--- src/pkg/sar_conv_map.vh ---
`ifndef SAR_CONV_MAP_VH
`define SAR_CONV_MAP_VH

// Result format
`define RES_BITS 18
`define RES_MSB 17
`define CODE_MAX 18'h1FFFF
`define CODE_MIN 18'h20000
`define CODE_ZERO 18'h00000

// Clock and conversion timing
`define CLK_PERIOD_NS 10
// Internal conversion clock divider: one bit decision per tick
`define CONV_DIV 4'h2
// Acquisition time required before a new start is honoured, in ns
`define T_ACQ_NS 100
`define ACQ_CYCLES ((`T_ACQ_NS + `CLK_PERIOD_NS - 1) / `CLK_PERIOD_NS)
// Power-up settling in low-power mode, in ns
`define T_WAKE_NS 30
`define WAKE_CYCLES ((`T_WAKE_NS + `CLK_PERIOD_NS - 1) / `CLK_PERIOD_NS)
// Fast mode: 2 MSPS -> 500 ns; low power: 1.5 MSPS -> 666 ns
`define T_FAST_PERIOD_NS 500
`define T_SLOW_PERIOD_NS 666

`endif

--- src/verilog/sar_adc_conversion_control.v ---
// Behaviour
// - rising start after acquisition holds the sample and begins conversion
// - eighteen binary-weighted trial decisions from MSB down to LSB
// - after last decision: back to acquisition, latch code, pulse done
// - decisions paced by internal divided clock; serial clock plays no part
// - mode high selects fast mode, powered between conversions
// - mode low selects low-power mode, powered down between conversions
// - in low-power mode the first result is already valid
// - each result belongs to its own start sample, no pipeline latency
// - result is 18-bit two's complement, zero input gives zero code
// - at or above positive full scale minus one LSB gives 0x1FFFF
// - at or below negative full scale gives 0x20000
`timescale 1ns/1ns
`default_nettype none
`include "sar_conv_map.vh"

module sar_adc_conversion_control (
  input wire mclk,
  input wire rst,
  input wire convert_start,
  input wire fast_mode,
  input wire comp_out,
  input wire over_range,
  input wire under_range,
  output reg sample_hold,
  output reg [`RES_MSB:0] dac_code,
  output reg power_up,
  output reg busy,
  output reg conv_done,
  output reg result_valid,
  output reg [`RES_MSB:0] result
);

  localparam [3:0] ST_ACQ = 4'b0001;
  localparam [3:0] ST_WAKE = 4'b0010;
  localparam [3:0] ST_CONV = 4'b0100;
  localparam [3:0] ST_DONE = 4'b1000;
  localparam integer ACQ_INT = `ACQ_CYCLES;
  localparam integer WAKE_INT = `WAKE_CYCLES;
  // Counts fit in eight bits; cut the integer on purpose
  localparam [7:0] ACQ_CNT = ACQ_INT[7:0];
  localparam [7:0] WAKE_CNT = WAKE_INT[7:0];

  // Pin synchronisers: three stages, change taken when 2nd and 3rd agree
  reg [2:0] start_sync;
  reg [2:0] mode_sync;
  reg start_level;
  reg start_prev;
  reg mode_level;
  wire start_rise;

  always @(posedge mclk or posedge rst) begin
    if (rst) begin
      start_sync <= 3'h0;
      mode_sync <= 3'h0;
      start_level <= 1'b0;
      mode_level <= 1'b0;
      start_prev <= 1'b0;
    end else begin
      start_sync <= {start_sync[1:0], convert_start};
      mode_sync <= {mode_sync[1:0], fast_mode};
      if (start_sync[1] == start_sync[2])
        start_level <= start_sync[2];
      if (mode_sync[1] == mode_sync[2])
        mode_level <= mode_sync[2];
      start_prev <= start_level;
    end
  end

  assign start_rise = start_level & ~start_prev;

  // Internal conversion clock enable
  reg [3:0] div_cnt;
  wire conv_tick;
  assign conv_tick = (div_cnt == `CONV_DIV - 4'h1);

  reg [3:0] state;
  reg [7:0] wait_cnt;
  reg [4:0] bit_idx;
  reg [`RES_MSB:0] trial;
  reg [`RES_MSB:0] next_trial;
  reg sat_hi;
  reg sat_lo;
  reg first_fast;

  // Offset-binary trial bit for index, as a one-hot mask
  function [`RES_MSB:0] bit_mask;
    input [4:0] idx;
    begin
      bit_mask = {{(`RES_BITS-1){1'b0}}, 1'b1} << idx;
    end
  endfunction

  always @* begin
    next_trial = trial;
    // Keep the trial bit if the comparator says input is above it
    if (!comp_out)
      next_trial = trial & ~bit_mask(bit_idx);
    if (bit_idx != 5'h0)
      next_trial = next_trial | bit_mask(bit_idx - 5'h1);
  end

  always @(posedge mclk or posedge rst) begin
    if (rst) begin
      state <= ST_ACQ;
      div_cnt <= 4'h0;
      wait_cnt <= 8'h00;
      bit_idx <= 5'h0;
      trial <= 18'h00000;
      sat_hi <= 1'b0;
      sat_lo <= 1'b0;
      first_fast <= 1'b1;
      sample_hold <= 1'b0;
      dac_code <= 18'h00000;
      power_up <= 1'b0;
      busy <= 1'b0;
      conv_done <= 1'b0;
      result_valid <= 1'b0;
      result <= `CODE_ZERO;
    end else begin
      conv_done <= 1'b0;
      if (wait_cnt != 8'h00)
        wait_cnt <= wait_cnt - 8'h01;
      // Fast mode keeps the core powered between conversions
      if (state == ST_ACQ)
        power_up <= mode_level;
      case (state)
        ST_ACQ: begin
          sample_hold <= 1'b0;
          if (start_rise && wait_cnt == 8'h00) begin
            sample_hold <= 1'b1;
            busy <= 1'b1;
            sat_hi <= over_range;
            sat_lo <= under_range;
            div_cnt <= 4'h0;
            bit_idx <= 5'd`RES_MSB;
            trial <= bit_mask(5'd`RES_MSB);
            dac_code <= bit_mask(5'd`RES_MSB);
            if (mode_level) begin
              state <= ST_CONV;
            end else begin
              // Low power: wake before deciding, so even the first is valid
              power_up <= 1'b1;
              wait_cnt <= WAKE_CNT;
              state <= ST_WAKE;
            end
          end
        end
        ST_WAKE: begin
          if (wait_cnt == 8'h00)
            state <= ST_CONV;
        end
        ST_CONV: begin
          // Paced by the internal divider only, no serial clock input
          if (conv_tick) begin
            div_cnt <= 4'h0;
            trial <= next_trial;
            dac_code <= next_trial;
            if (bit_idx == 5'h0)
              state <= ST_DONE;
            else
              bit_idx <= bit_idx - 5'h1;
          end else begin
            div_cnt <= div_cnt + 4'h1;
          end
          // Start edges here are dropped by not being looked at
        end
        ST_DONE: begin
          state <= ST_ACQ;
          sample_hold <= 1'b0;
          busy <= 1'b0;
          conv_done <= 1'b1;
          wait_cnt <= ACQ_CNT;
          if (!mode_level)
            power_up <= 1'b0;
          // Offset binary to two's complement by MSB flip
          if (sat_hi)
            result <= `CODE_MAX;
          else if (sat_lo)
            result <= `CODE_MIN;
          else
            result <= {~trial[`RES_MSB], trial[`RES_MSB-1:0]};
          // First fast-mode result is flagged not valid for the host
          result_valid <= ~(mode_level & first_fast);
          if (mode_level)
            first_fast <= 1'b0;
        end
        default: state <= ST_ACQ;
      endcase
    end
  end

endmodule
`default_nettype wire
--- config.mk ---
export PLATFORM = sky130hd
export DESIGN_NAME = sar_adc_conversion_control
export DESIGN_NICKNAME = d
export VERILOG_FILES = /design/src/verilog/sar_adc_conversion_control.v
export VERILOG_INCLUDE_DIRS = /design/src /design/src/pkg
export SDC_FILE = /design/constraint.sdc
export NUM_CORES = 1
export LEC_CHECK = 0
export BUFFER_PORTS_ARGS = -buffer_cell sky130_fd_sc_hd__buf_2
export CORE_MARGIN = 5
export CORE_UTILIZATION = 57
export CTS_CLUSTER_DIAMETER = 60
export DETAILED_ROUTE_END_ITERATION = 16
export GPL_ROUTABILITY_DRIVEN = 0
export GPL_TIMING_DRIVEN = 0
export PLACE_DENSITY_LB_ADDON = 0.3
export SETUP_SLACK_MARGIN = 0.4
export SLEW_MARGIN = 20
export SYNTH_ARGS = -nofsm -noshare
export SYNTH_HDL_FRONTEND = slang
export SYNTH_SLANG_ARGS = --single-unit
--- constraint.sdc ---
create_clock -name mclk -period 3.3 [get_ports mclk]
set_clock_uncertainty 0.15 [all_clocks]
set_input_delay 0.495 -clock mclk [delete_from_list [all_inputs] [get_ports mclk]]
set_output_delay 0.495 -clock mclk [all_outputs]
set_load 0.01 [all_outputs]
---- After elaboration in Yosys (flattened, before gate mapping) ----
Index checks and enable logic that the tools add are counted.
word-level totals
  flip-flop bits (word level) ............. 74
  latch bits .............................. 0
  bits in writable memories ............... 0
  bits in read-only memories .............. 0
  input port bits ......................... 7
  output and inout port bits .............. 41
  word-level logic and storage cells ...... 92
  memories ................................ 0
cells by class
  $add $sub $neg .......................... 3
  $mul .................................... 0
  divide/modulo/power cells ............... 0
  magnitude comparators ................... 0
  equality and inequality tests ........... 12
  shift operators ......................... 2
  multiplexer cells ....................... 34
  bitwise logic cells ..................... 8
  reductions and logical operators ........ 14
operators by type and width
  cell                    number
  $mux W18                6
  $pmux W18 S2            1
  $shl A1 B5 Y18 const A  2
  $mux W4                 6
  $mux W8                 3
  $and A18 B18 Y18        1
  $not A18 Y18            1
  $or A18 B18 Y18         1
  $pmux W8 S2             1
  $mux W5                 3
  $pmux W4 S3             1
  $pmux W5 S2             1
  $eq A4 B1 Y1 const B    2
  $logic_not A8 Y1        1
  $ne A2 B2 Y1 const B    4
  $pmux W4 S2             1
  $reduce_and A2 Y1       4
  $reduce_and A4 Y1       2
  $reduce_bool A8 Y1      1
  $sub A8 B1 Y8 const B   1
  $mux W1                 7
  $pmux W1 S2             3
  $logic_not A5 Y1        1
  $reduce_bool A5 Y1      1
  13 further kinds        18

---- Longest topological paths before layout ----
Gate-level depths: netlist of run 1.
  word-level depth ........................ 8
  mapped depth ............................ 7
  gate-level depth less buffers ........... 6

---- Worst setup path after synthesis of run 1 ----
OpenSTA, ideal clock, no wires.
  kind .................................... register to register
  from .................................... reg div_cnt[1]
  to ...................................... reg trial[4]
  library setup time ...................... 0.122 ns
  arrival time ............................ 1.924 ns
  required time ........................... 3.028 ns
  path slack .............................. 1.104 ns
  stages on the path, launching flop included .. 8
  cell sequence ........................... dfrtp_1 inv_1 ha_1 or3b_2 clkbuf_1 nor4_4 nand2_1 a32o_1
between the ends
  word-level cells in the longest chain between the ends .. 3
RTL lines
  element                      line                              text
  start: declaration           sar_adc_conversion_control.v:73   reg [3:0] div_cnt;
  start signal: assignment     sar_adc_conversion_control.v:164  div_cnt <= div_cnt + 4'h1;
  $eq A4 B1 Y1                 sar_adc_conversion_control.v:75   assign conv_tick = (div_cnt == `CONV_DIV - 4'h1);
  $ne A2 B2 Y1 (no line)       n/a
  $reduce_and A3 Y1 (no line)  n/a
  end signal: assignment       sar_adc_conversion_control.v:137  trial <= bit_mask(5'd`RES_MSB);
  end signal: assignment       sar_adc_conversion_control.v:157  trial <= next_trial;
  end: declaration             sar_adc_conversion_control.v:80   reg [`RES_MSB:0] trial;
Every way passes these cells.
A chain may end at the register's enable or synchronous reset.

---- Final worst setup path of run 1 ----
  from .................................... reg wait_cnt[0]
  to ...................................... reg bit_idx[1]
between the ends
  word-level cells in the longest chain between the ends .. 4
RTL lines
  element                      line                              text
  start: declaration           sar_adc_conversion_control.v:78   reg [7:0] wait_cnt;
  start signal: assignment     sar_adc_conversion_control.v:123  wait_cnt <= wait_cnt - 8'h01;
  $logic_not A8 Y1             sar_adc_conversion_control.v:130  if (start_rise && wait_cnt == 8'h00) begin
  $logic_and A1 B1 Y1          sar_adc_conversion_control.v:130
  $ne A2 B1 Y1 (no line)       n/a
  $reduce_and A4 Y1 (no line)  n/a
  end signal: assignment       sar_adc_conversion_control.v:136  bit_idx <= 5'd`RES_MSB;
  end signal: assignment       sar_adc_conversion_control.v:162  bit_idx <= bit_idx - 5'h1;
  end: declaration             sar_adc_conversion_control.v:79   reg [4:0] bit_idx;
Every way passes these cells.

==> results of run 1 <==
[power by group]
part           total (mW)  switching, mW  internal [mW]
logic                1.08          0.658          0.420
registers            1.28          0.183           1.10
clock network       0.647          0.337          0.310
total                3.01           1.18           1.83
[layout by cell type (no fill, tap or decap), drive strengths merged, types with 9 or more instances in the layout]
cell type,netlist,final
a32o,13,13
nand2,47,47
a21oi,24,24
buf,3,51
inv,9,9
dfrtp,72,72
clkbuf,16,27
o21ai,27,27
ha,9,9
nor2,18,18
[metal layers]
metal / GRT usage [%] / vias to the layer above / part of all wire, %
met5: 0 / - / 0
met4: 6.90 / 0 / 0.79
li1: - / 1376 / -
met1: 32.5 / 1405 / 46
met3: 5.07 / 6 / 6.8
met2: 33.8 / 116 / 46
[synth_stat cells (3+ instances only)]
cell and number:
sky130_fd_sc_hd__and3_1 5, sky130_fd_sc_hd__a21oi_1 24, sky130_fd_sc_hd__xnor2_1 5, sky130_fd_sc_hd__mux2i_1 5, sky130_fd_sc_hd__nor4_4 3, sky130_fd_sc_hd__inv_1 8
sky130_fd_sc_hd__nand2b_1 4, sky130_fd_sc_hd__nand2_1 47, sky130_fd_sc_hd__clkbuf_1 16, sky130_fd_sc_hd__a31oi_1 8, sky130_fd_sc_hd__and2_1 6, sky130_fd_sc_hd__o22ai_1 4
sky130_fd_sc_hd__dfrtp_1 72, sky130_fd_sc_hd__nor3_1 4, sky130_fd_sc_hd__xor2_1 3, sky130_fd_sc_hd__or4b_1 5, sky130_fd_sc_hd__nand3_1 8, sky130_fd_sc_hd__or3_1 3
sky130_fd_sc_hd__ha_1 9, sky130_fd_sc_hd__nor2_1 18, sky130_fd_sc_hd__nor2b_1 5, sky130_fd_sc_hd__o21ai_0 25, sky130_fd_sc_hd__nor3b_1 3, sky130_fd_sc_hd__a32o_1 13
[worst min-delay path by stage]
stage                            start                      end  depth (start not counted)
6_report                 convert_start  start_sync[0]$_DFF_PP0_                          1
5_1_grt                  convert_start  start_sync[0]$_DFF_PP0_                          1
4_1_cts                  convert_start  start_sync[0]$_DFF_PP0_                          1
3_5_place_dp   start_sync[0]$_DFF_PP0_  start_sync[1]$_DFF_PP0_                          0
3_3_place_gp   start_sync[0]$_DFF_PP0_  start_sync[1]$_DFF_PP0_                          0
2_1_floorplan   mode_sync[0]$_DFF_PP0_   mode_sync[1]$_DFF_PP0_                          0
[worst reg2reg max path: stages (launching register included)]
cell	delay, ps
sky130_fd_sc_hd__dfrtp_1	390
sky130_fd_sc_hd__inv_1	120
sky130_fd_sc_hd__ha_1	150
sky130_fd_sc_hd__nor3b_1	490
sky130_fd_sc_hd__nand4_2	430
sky130_fd_sc_hd__clkbuf_1	400
sky130_fd_sc_hd__a31oi_1	260
sky130_fd_sc_hd__nand2_1	70
[metrics by stage]
step | cell area, um^2 | hold slack, ps | total power, mW
CTS | 4110 | 93.9 | 3.00
detailed placement | 3920 | 185 | 2.36
global placement | 3890 | 182 | 2.30
floorplan | 3560 | 181 | 2.05
global route | 4110 | 87.9 | 3.21
finish | 4110 | 102 | 3.01
[sequential cells by signal, indices dropped and copies added, names as in the netlist, 3 cells and up]
register and count:
state 4, div_cnt 4, bit_idx 5, mode_sync 3, result 18, start_sync 3, trial 18, wait_cnt 8
[logic make-up (layout without fill, tap and decap cells)]
logic type      count (synthesis)  after routing
mux                             7              7
compound gates                 92             92
flops                          74             74
buf+inv                        29             94
xor+xnor                        8              8
fa+ha+maj                      11             11
simple gates                  125            125
[cell type report]
type / count / area (um^2) / share of cell area [%]
Buffer: 19 / 82.6 / 2.01
Clock buffer: 11 / 151 / 3.68
Clock inverter: 5 / 28.8 / 0.700
Inverter: 10 / 40.0 / 0.974
Multi-Input combinational cell: 243 / 1590 / 38.6
Sequential cell: 74 / 1850 / 45.1
Tap cell: 75 / 93.8 / 2.28
Timing Repair Buffer: 49 / 273 / 6.64
==> run_summary.xml, run 1 <==
<?xml version="1.0" encoding="UTF-8"?>
<metrics>
  <group name="critical_path">
    <metric name="setup.worst_path.end" unit="">bit_idx[1]$_DFFE_PP0P_</metric>
    <metric name="ff2ff_path_depth" unit="">7</metric>
    <metric name="worst_setup_path_startpoint" unit="">wait_cnt[0]$_DFF_PP0_</metric>
    <metric name="cp.buffers_inverters" unit="">2</metric>
    <metric name="cp_max_fo" unit="">10</metric>
    <metric name="timing.reg2reg.setup_slack" unit="ps">750</metric>
    <metric name="cell_depth_of_the_worst_setup_path" unit="">7</metric>
    <metric name="critical_path.max_stage_delay" unit="ps">490</metric>
    <metric name="critical_path_required" unit="ps">3390</metric>
    <metric name="timing.rr.end" unit="">bit_idx[1]$_DFFE_PP0P_</metric>
    <metric name="critPathArrivalTime" unit="ps">2640</metric>
    <metric name="cell_family_with_most_cp_delay" unit="">simple AND/OR/NAND/NOR gates</metric>
    <metric name="path_class" unit="">reg -&gt; reg</metric>
    <metric name="worst_setup_path_start_kind" unit="">flip-flop</metric>
    <metric name="rr_startpoint" unit="">wait_cnt[0]$_DFF_PP0_</metric>
    <metric name="crit_path_end_kind" unit="">flip-flop</metric>
    <metric name="cp_slowest_cell" unit="">sky130_fd_sc_hd__nor3b_1</metric>
    <metric name="cp_cell_sequence" unit="">inv_1 -&gt; ha_1 -&gt; nor3b_1 -&gt; nand4_2 -&gt; clkbuf_1 -&gt; a31oi_1 -&gt; nand2_1</metric>
  </group>
  <group name="route">
    <metric name="drc_errors" unit="">0</metric>
    <metric name="dr_total_vias" unit="">2903</metric>
    <metric name="pre_repair_dr_iteration_count" unit="">4</metric>
    <metric name="antenna_left" unit="">0</metric>
    <metric name="avgRoutedWirePerCell" unit="um">17.0</metric>
    <metric name="dr.first_iter.drc_count" unit="">172</metric>
    <metric name="avgViaCountPerCell" unit="">5.97</metric>
    <metric name="detail_route.wirelength" unit="um">8260</metric>
  </group>
  <group name="worst_hold_path">
    <metric name="timing.hold.worst.class" unit="">in -&gt; reg</metric>
  </group>
  <group name="clock_network">
    <metric name="clock_pin_slew_on_the_worst_setup_and_hold_paths" unit="ps">80</metric>
    <metric name="clock_tree.root_cell" unit="">sky130_fd_sc_hd__clkbuf_8</metric>
    <metric name="cts_tree" unit="">done</metric>
    <metric name="post_cts.repair.setup_buffers" unit="">0</metric>
    <metric name="cts_num_sinks" unit="">74</metric>
    <metric name="numCtsBuffers" unit="">9</metric>
    <metric name="clock_path_buffers" unit="">2</metric>
    <metric name="cts.htree.levels" unit="">3</metric>
    <metric name="cts_resized" unit="">0</metric>
    <metric name="clkLatencyLatePin" unit="ps">350</metric>
    <metric name="postCtsHoldBufs" unit="">1</metric>
  </group>
  <group name="timing">
    <metric name="min_period_over_period" unit="%">77.3</metric>
    <metric name="post-route-min-period" unit="ps">2550</metric>
    <metric name="fin_setup_tns" unit="ps">0</metric>
    <metric name="final-max-slew-violation-count" unit="">0</metric>
    <metric name="hold_viol_final" unit="">0</metric>
    <metric name="max_slew.worst_pin.slew" unit="ps">716</metric>
    <metric name="worst_slew_margin_rel" unit="%">52.1</metric>
    <metric name="postLayoutSetupSlackWorst" unit="ps">750</metric>
    <metric name="fmax" unit="MHz">392</metric>
    <metric name="setup_viol" unit="">0</metric>
    <metric name="rsz0062_at_grt" unit="">false</metric>
  </group>
  <group name="status">
    <metric name="run_status" unit="">finished, final reports clean</metric>
  </group>
  <group name="synth">
    <metric name="synth_mux_area_share" unit="%">2.04</metric>
    <metric name="post_synth_inst_count" unit="">346</metric>
    <metric name="yosys_synthesis_warning_count" unit="">0</metric>
    <metric name="compound_cell_area_share_of_the_yosys_netlist" unit="%">16.7</metric>
    <metric name="synth.net_count" unit="">362</metric>
    <metric name="post_synth.cell_area_avg" unit="um^2">10.3</metric>
    <metric name="synth_top_cell_by_area" unit="">sky130_fd_sc_hd__dfrtp_1</metric>
    <metric name="synth_seq_area_share" unit="%">52.1</metric>
    <metric name="synth-main-ff-cell" unit="">sky130_fd_sc_hd__dfrtp_1</metric>
    <metric name="synth-xor-area-share" unit="%">1.97</metric>
    <metric name="synthesis.area" unit="um^2">3560</metric>
    <metric name="synth_async_sr_flop_share" unit="%">100</metric>
    <metric name="ys_ff_latch" unit="">74</metric>
    <metric name="netlist_top_cells_area" unit="">sky130_fd_sc_hd__dfrtp_1, sky130_fd_sc_hd__nand2_1, sky130_fd_sc_hd__a32o_1, sky130_fd_sc_hd__o21ai_0, sky130_fd_sc_hd__a21oi_1</metric>
    <metric name="post_synth_num_cell_types" unit="">56</metric>
    <metric name="synth_top_family_by_area" unit="">simple AND/OR/NAND/NOR gates</metric>
    <metric name="synth.top_cell.area_share" unit="%">50.6</metric>
    <metric name="synthSimpleGateAreaFrac" unit="%">20.1</metric>
    <metric name="synth-edff-count" unit="">0</metric>
    <metric name="yosys.area_share.adder" unit="%">3.73</metric>
  </group>
  <group name="finish">
    <metric name="synthToLayoutAreaGrowth" unit="%">15.4</metric>
    <metric name="layout-drive-gt1-share" unit="%">20.2</metric>
    <metric name="antenna_cells_inserted" unit="">0</metric>
    <metric name="post_layout_nonfiller_instances" unit="">486</metric>
    <metric name="finalCoreUtilization" unit="%">68.6</metric>
    <metric name="filler_cells" unit="">436</metric>
    <metric name="final_nets" unit="">422</metric>
  </group>
  <group name="run">
    <metric name="drv.max_cap_violation_count" unit="">0</metric>
  </group>
  <group name="power">
    <metric name="worst_ir_drop_vdd" unit="mV">0.525</metric>
    <metric name="p_leak" unit="nW">1.95</metric>
    <metric name="power.density" unit="nW/um^2">731</metric>
  </group>
  <group name="placed_design">
    <metric name="dp_hpwl" unit="um">5880</metric>
    <metric name="port_buffers" unit="">47</metric>
    <metric name="dpl_worst_slack" unit="ps">770</metric>
    <metric name="place.detailed.instances" unit="">469</metric>
  </group>
  <group name="grt">
    <metric name="first_global_vias" unit="">2728</metric>
    <metric name="grtUsageTotal" unit="%">22.4</metric>
    <metric name="grt_first_pass_wirelength" unit="um">13800</metric>
    <metric name="grt_max_degree" unit="">50</metric>
    <metric name="globalRouteOverflowTotal" unit="">0</metric>
    <metric name="antenna_found_initial" unit="">0</metric>
  </group>
  <group name="floorplan">
    <metric name="core.rowCount" unit="">28</metric>
    <metric name="ios" unit="">48</metric>
    <metric name="chipHeight" unit="um">89.0</metric>
    <metric name="chipWidth" unit="um">89.0</metric>
    <metric name="start_util" unit="%">59.4</metric>
    <metric name="design.core.area" unit="um^2">5990</metric>
    <metric name="fp.dieArea" unit="um^2">7930</metric>
  </group>
</metrics>
Note: power is estimated with default switching activity, not from simulation.
==> run 2, diff against run 1 <==
Settings changed: CORE_UTILIZATION 57 to 52.
Clock period 3.3 ns to 2.29 ns, I/O delays scaled along.
==> run 2 against run 1 <==
  * Sequential power up 48%
  * Total power rose by 88%
  * Die area is 8.5% higher
  * Sequential cell count unchanged
  * First-iteration DRC count increased by 99%
  * Core utilization is 8.9 points higher
  * Wire length grew 48%
  * Setup slack got worse by 640 ps
  * Highest routed layer unchanged
==> run_summary.xml, run 2 (synthesis results as in run 1) <==
<?xml version="1.0" encoding="UTF-8"?>
<metrics>
  <group name="power">
    <metric name="p_leak" unit="nW">2.43</metric>
    <metric name="pwr-share-comb" unit="%">44.5</metric>
    <metric name="clockPowerShare" unit="%">21.9</metric>
    <metric name="power.total" unit="mW">5.65</metric>
    <metric name="internal-power" unit="mW">3.42</metric>
    <metric name="power.sequential.fraction" unit="%">33.6</metric>
    <metric name="worst_ir_drop_vdd" unit="mV">0.525</metric>
    <metric name="power.switching_fraction" unit="%">39.4</metric>
    <metric name="power.density" unit="nW/um^2">1090</metric>
    <metric name="p_sw" unit="mW">2.23</metric>
  </group>
  <group name="finish">
    <metric name="antenna_cells_inserted" unit="">0</metric>
    <metric name="filler_cells" unit="">356</metric>
    <metric name="final_common_cell" unit="">sky130_fd_sc_hd__dfrtp_1</metric>
    <metric name="post_layout_nonfiller_instances" unit="">550</metric>
    <metric name="finalCoreUtilization" unit="%">77.4</metric>
    <metric name="layout-drive-gt1-share" unit="%">44.0</metric>
    <metric name="largest_registers" unit="">result x18, trial x18, wait_cnt x8</metric>
    <metric name="final_nets" unit="">481</metric>
    <metric name="layout.cells.most_common_list" unit="">sky130_fd_sc_hd__dfrtp_1, sky130_fd_sc_hd__buf_2, sky130_fd_sc_hd__nand2_1</metric>
    <metric name="synthToLayoutAreaGrowth" unit="%">46.2</metric>
  </group>
  <group name="clock_network">
    <metric name="clock_tree.root_cell" unit="">sky130_fd_sc_hd__clkbuf_8</metric>
    <metric name="clkLatencyLatePin" unit="ps">350</metric>
    <metric name="clock_pin_slew_on_the_worst_setup_and_hold_paths" unit="ps">80</metric>
    <metric name="cts_num_sinks" unit="">74</metric>
    <metric name="cts_tree" unit="">done</metric>
    <metric name="clock_path_buffers" unit="">2</metric>
    <metric name="numCtsBuffers" unit="">9</metric>
    <metric name="cts.htree.levels" unit="">3</metric>
  </group>
  <group name="critical_path">
    <metric name="rr_startpoint" unit="">state[3]$_DFFE_PP0P_</metric>
    <metric name="worst_setup_path_start_kind" unit="">flip-flop</metric>
    <metric name="critical_path_required" unit="ps">2370</metric>
    <metric name="path_class" unit="">reg -&gt; reg</metric>
    <metric name="cp_common_cell" unit="">sky130_fd_sc_hd__buf_4</metric>
    <metric name="cp_max_fo" unit="">6</metric>
    <metric name="critical_path.max_stage_delay" unit="ps">460</metric>
    <metric name="cp_slowest_cell" unit="">sky130_fd_sc_hd__dfrtp_2</metric>
    <metric name="crit_path_end_kind" unit="">flip-flop</metric>
    <metric name="ff2ff_path_depth" unit="">8</metric>
    <metric name="cp_cell_sequence" unit="">buf_4 -&gt; nor4b_4 -&gt; buf_4 -&gt; buf_4 -&gt; buf_8 -&gt; and3_2 -&gt; nand2_1 -&gt; a31o_1</metric>
    <metric name="critPathArrivalTime" unit="ps">2260</metric>
    <metric name="worst_setup_path_startpoint" unit="">state[3]$_DFFE_PP0P_</metric>
  </group>
  <group name="route">
    <metric name="antenna_left" unit="">0</metric>
    <metric name="avgViaCountPerCell" unit="">6.41</metric>
    <metric name="avgRoutedWirePerCell" unit="um">22.2</metric>
    <metric name="drc_errors" unit="">0</metric>
    <metric name="detail_route.wirelength" unit="um">12200</metric>
    <metric name="pre_repair_dr_iteration_count" unit="">5</metric>
    <metric name="dr_total_vias" unit="">3528</metric>
    <metric name="dr.first_iter.drc_count" unit="">342</metric>
  </group>
  <group name="placed_design">
    <metric name="dp_hpwl" unit="um">5940</metric>
    <metric name="place.detailed.instances" unit="">475</metric>
    <metric name="port_buffers" unit="">47</metric>
  </group>
  <group name="worst_hold_path">
    <metric name="timing.hold.worst.class" unit="">in -&gt; reg</metric>
    <metric name="hold_start" unit="">over_range</metric>
    <metric name="min_path_cells" unit="">2</metric>
  </group>
  <group name="timing">
    <metric name="fmax" unit="MHz">459</metric>
    <metric name="min_period_over_period" unit="%">95.1</metric>
    <metric name="worst_slew_margin_rel" unit="%">52.4</metric>
    <metric name="post-route-min-period" unit="ps">2180</metric>
    <metric name="rsz0062_at_grt" unit="">true</metric>
    <metric name="hold_viol_final" unit="">0</metric>
    <metric name="hold_slack" unit="ps">108</metric>
    <metric name="fin_setup_tns" unit="ps">0</metric>
    <metric name="max_slew.worst_pin.slew" unit="ps">711</metric>
    <metric name="setup_viol" unit="">0</metric>
    <metric name="final-max-slew-violation-count" unit="">0</metric>
  </group>
  <group name="floorplan">
    <metric name="ios" unit="">48</metric>
    <metric name="start_util" unit="%">53.0</metric>
    <metric name="fp.dieArea" unit="um^2">8600</metric>
    <metric name="chipHeight" unit="um">92.7</metric>
    <metric name="chipWidth" unit="um">92.7</metric>
    <metric name="design.core.area" unit="um^2">6720</metric>
    <metric name="core.rowCount" unit="">30</metric>
  </group>
  <group name="grt">
    <metric name="globalRouteOverflowTotal" unit="">0</metric>
    <metric name="antenna_found_initial" unit="">0</metric>
    <metric name="grtUsageTotal" unit="%">23.5</metric>
    <metric name="grt_first_pass_wirelength" unit="um">15800</metric>
    <metric name="grt_max_degree" unit="">31</metric>
    <metric name="first_global_vias" unit="">3115</metric>
  </group>
  <group name="run">
    <metric name="drv.max_cap_violation_count" unit="">0</metric>
  </group>
  <group name="status">
    <metric name="run_status" unit="">finished, final reports clean</metric>
  </group>
</metrics>
[run 2: cell count changes in the layout (fill, tap and decap cells not counted), sizes merged]
cell	delta
clkinv	-2
clkbuf	-4
bufinv	+3
dlygate4sd3	+2
buf	+61
clkinvlp	+1
inv	-2
[run 2: area by class of cell]
type	count	area, um^2	share of cell area (%)
plain buffers	19	208	3.99
multi-input cells	243	1910	36.8
flip-flops and latches	74	1860	35.7
inverters	10	58.8	1.13
well taps	80	100	1.92
clock buffers	11	131	2.52
repair buffers	108	828	15.9
clock inverters	5	104	2.00
[run 2: worst paths after layout]
kind | end | slack [ps]
max in group asynchronous | state[0]$_DFFE_PP1P_ | 830
setup / recovery | trial[16]$_DFFE_PP0P_ | 110
min in group asynchronous | wait_cnt[2]$_DFF_PP0_ | 400
setup reg to reg | trial[16]$_DFFE_PP0P_ | 110
hold / removal | sat_hi$_DFFE_PP0P_ | 110
hold reg to reg | mode_sync[1]$_DFF_PP0_ | 200
[run 2: power groups by stage]
stage | sequential [mW] | combinational, mW | clock, mW
after floorplan | 1.88 | 1.19 | 0
after global placement | 1.88 | 1.57 | 0
after detailed placement | 1.89 | 1.64 | 0
after CTS | 1.85 | 2.04 | 1.22
after global routing | 1.93 | 2.68 | 1.28
final | 1.90 | 2.52 | 1.24
[run 2: worst max-delay path: cells and delay by family (launching register included)]
| kind | cells | cell delay [ps] |
|---|---|---|
| AND/OR/NAND/NOR | 3 | 610 |
| buffers and inverters | 4 | 570 |
| flip-flops | 1 | 460 |
| AO/OA/AOI/OAI | 1 | 260 |
[run 2: stage by stage]
| stage | setup WS (ps) | cell area (um^2) |
|---|---|---|
| after floorplan | 287 | 3630 |
| final | 112 | 5200 |
| after global routing | 50.9 | 5200 |
| after global placement | 34.5 | 3970 |
| after CTS | 193 | 4690 |
| after detailed placement | -9.61 | 4010 |
[run 2: repair_timing]
action,in CTS,in global routing
buffers inserted,26,26
setup endpoints to repair,59,63
endpoints found under the hold margin,20,0
gates cloned,3,1
gates resized for setup,53,99
hold buffers,3,0
pin swaps,27,31
[run 2: per-layer routing]
layer	global-route usage [%]	up-vias	routed length (um)
met4	9.52	0	582
met3	5.28	55	918
met1	31.1	1755	4600
met2	37.4	222	6110
li1	-	1496	-
met5	0	-	0
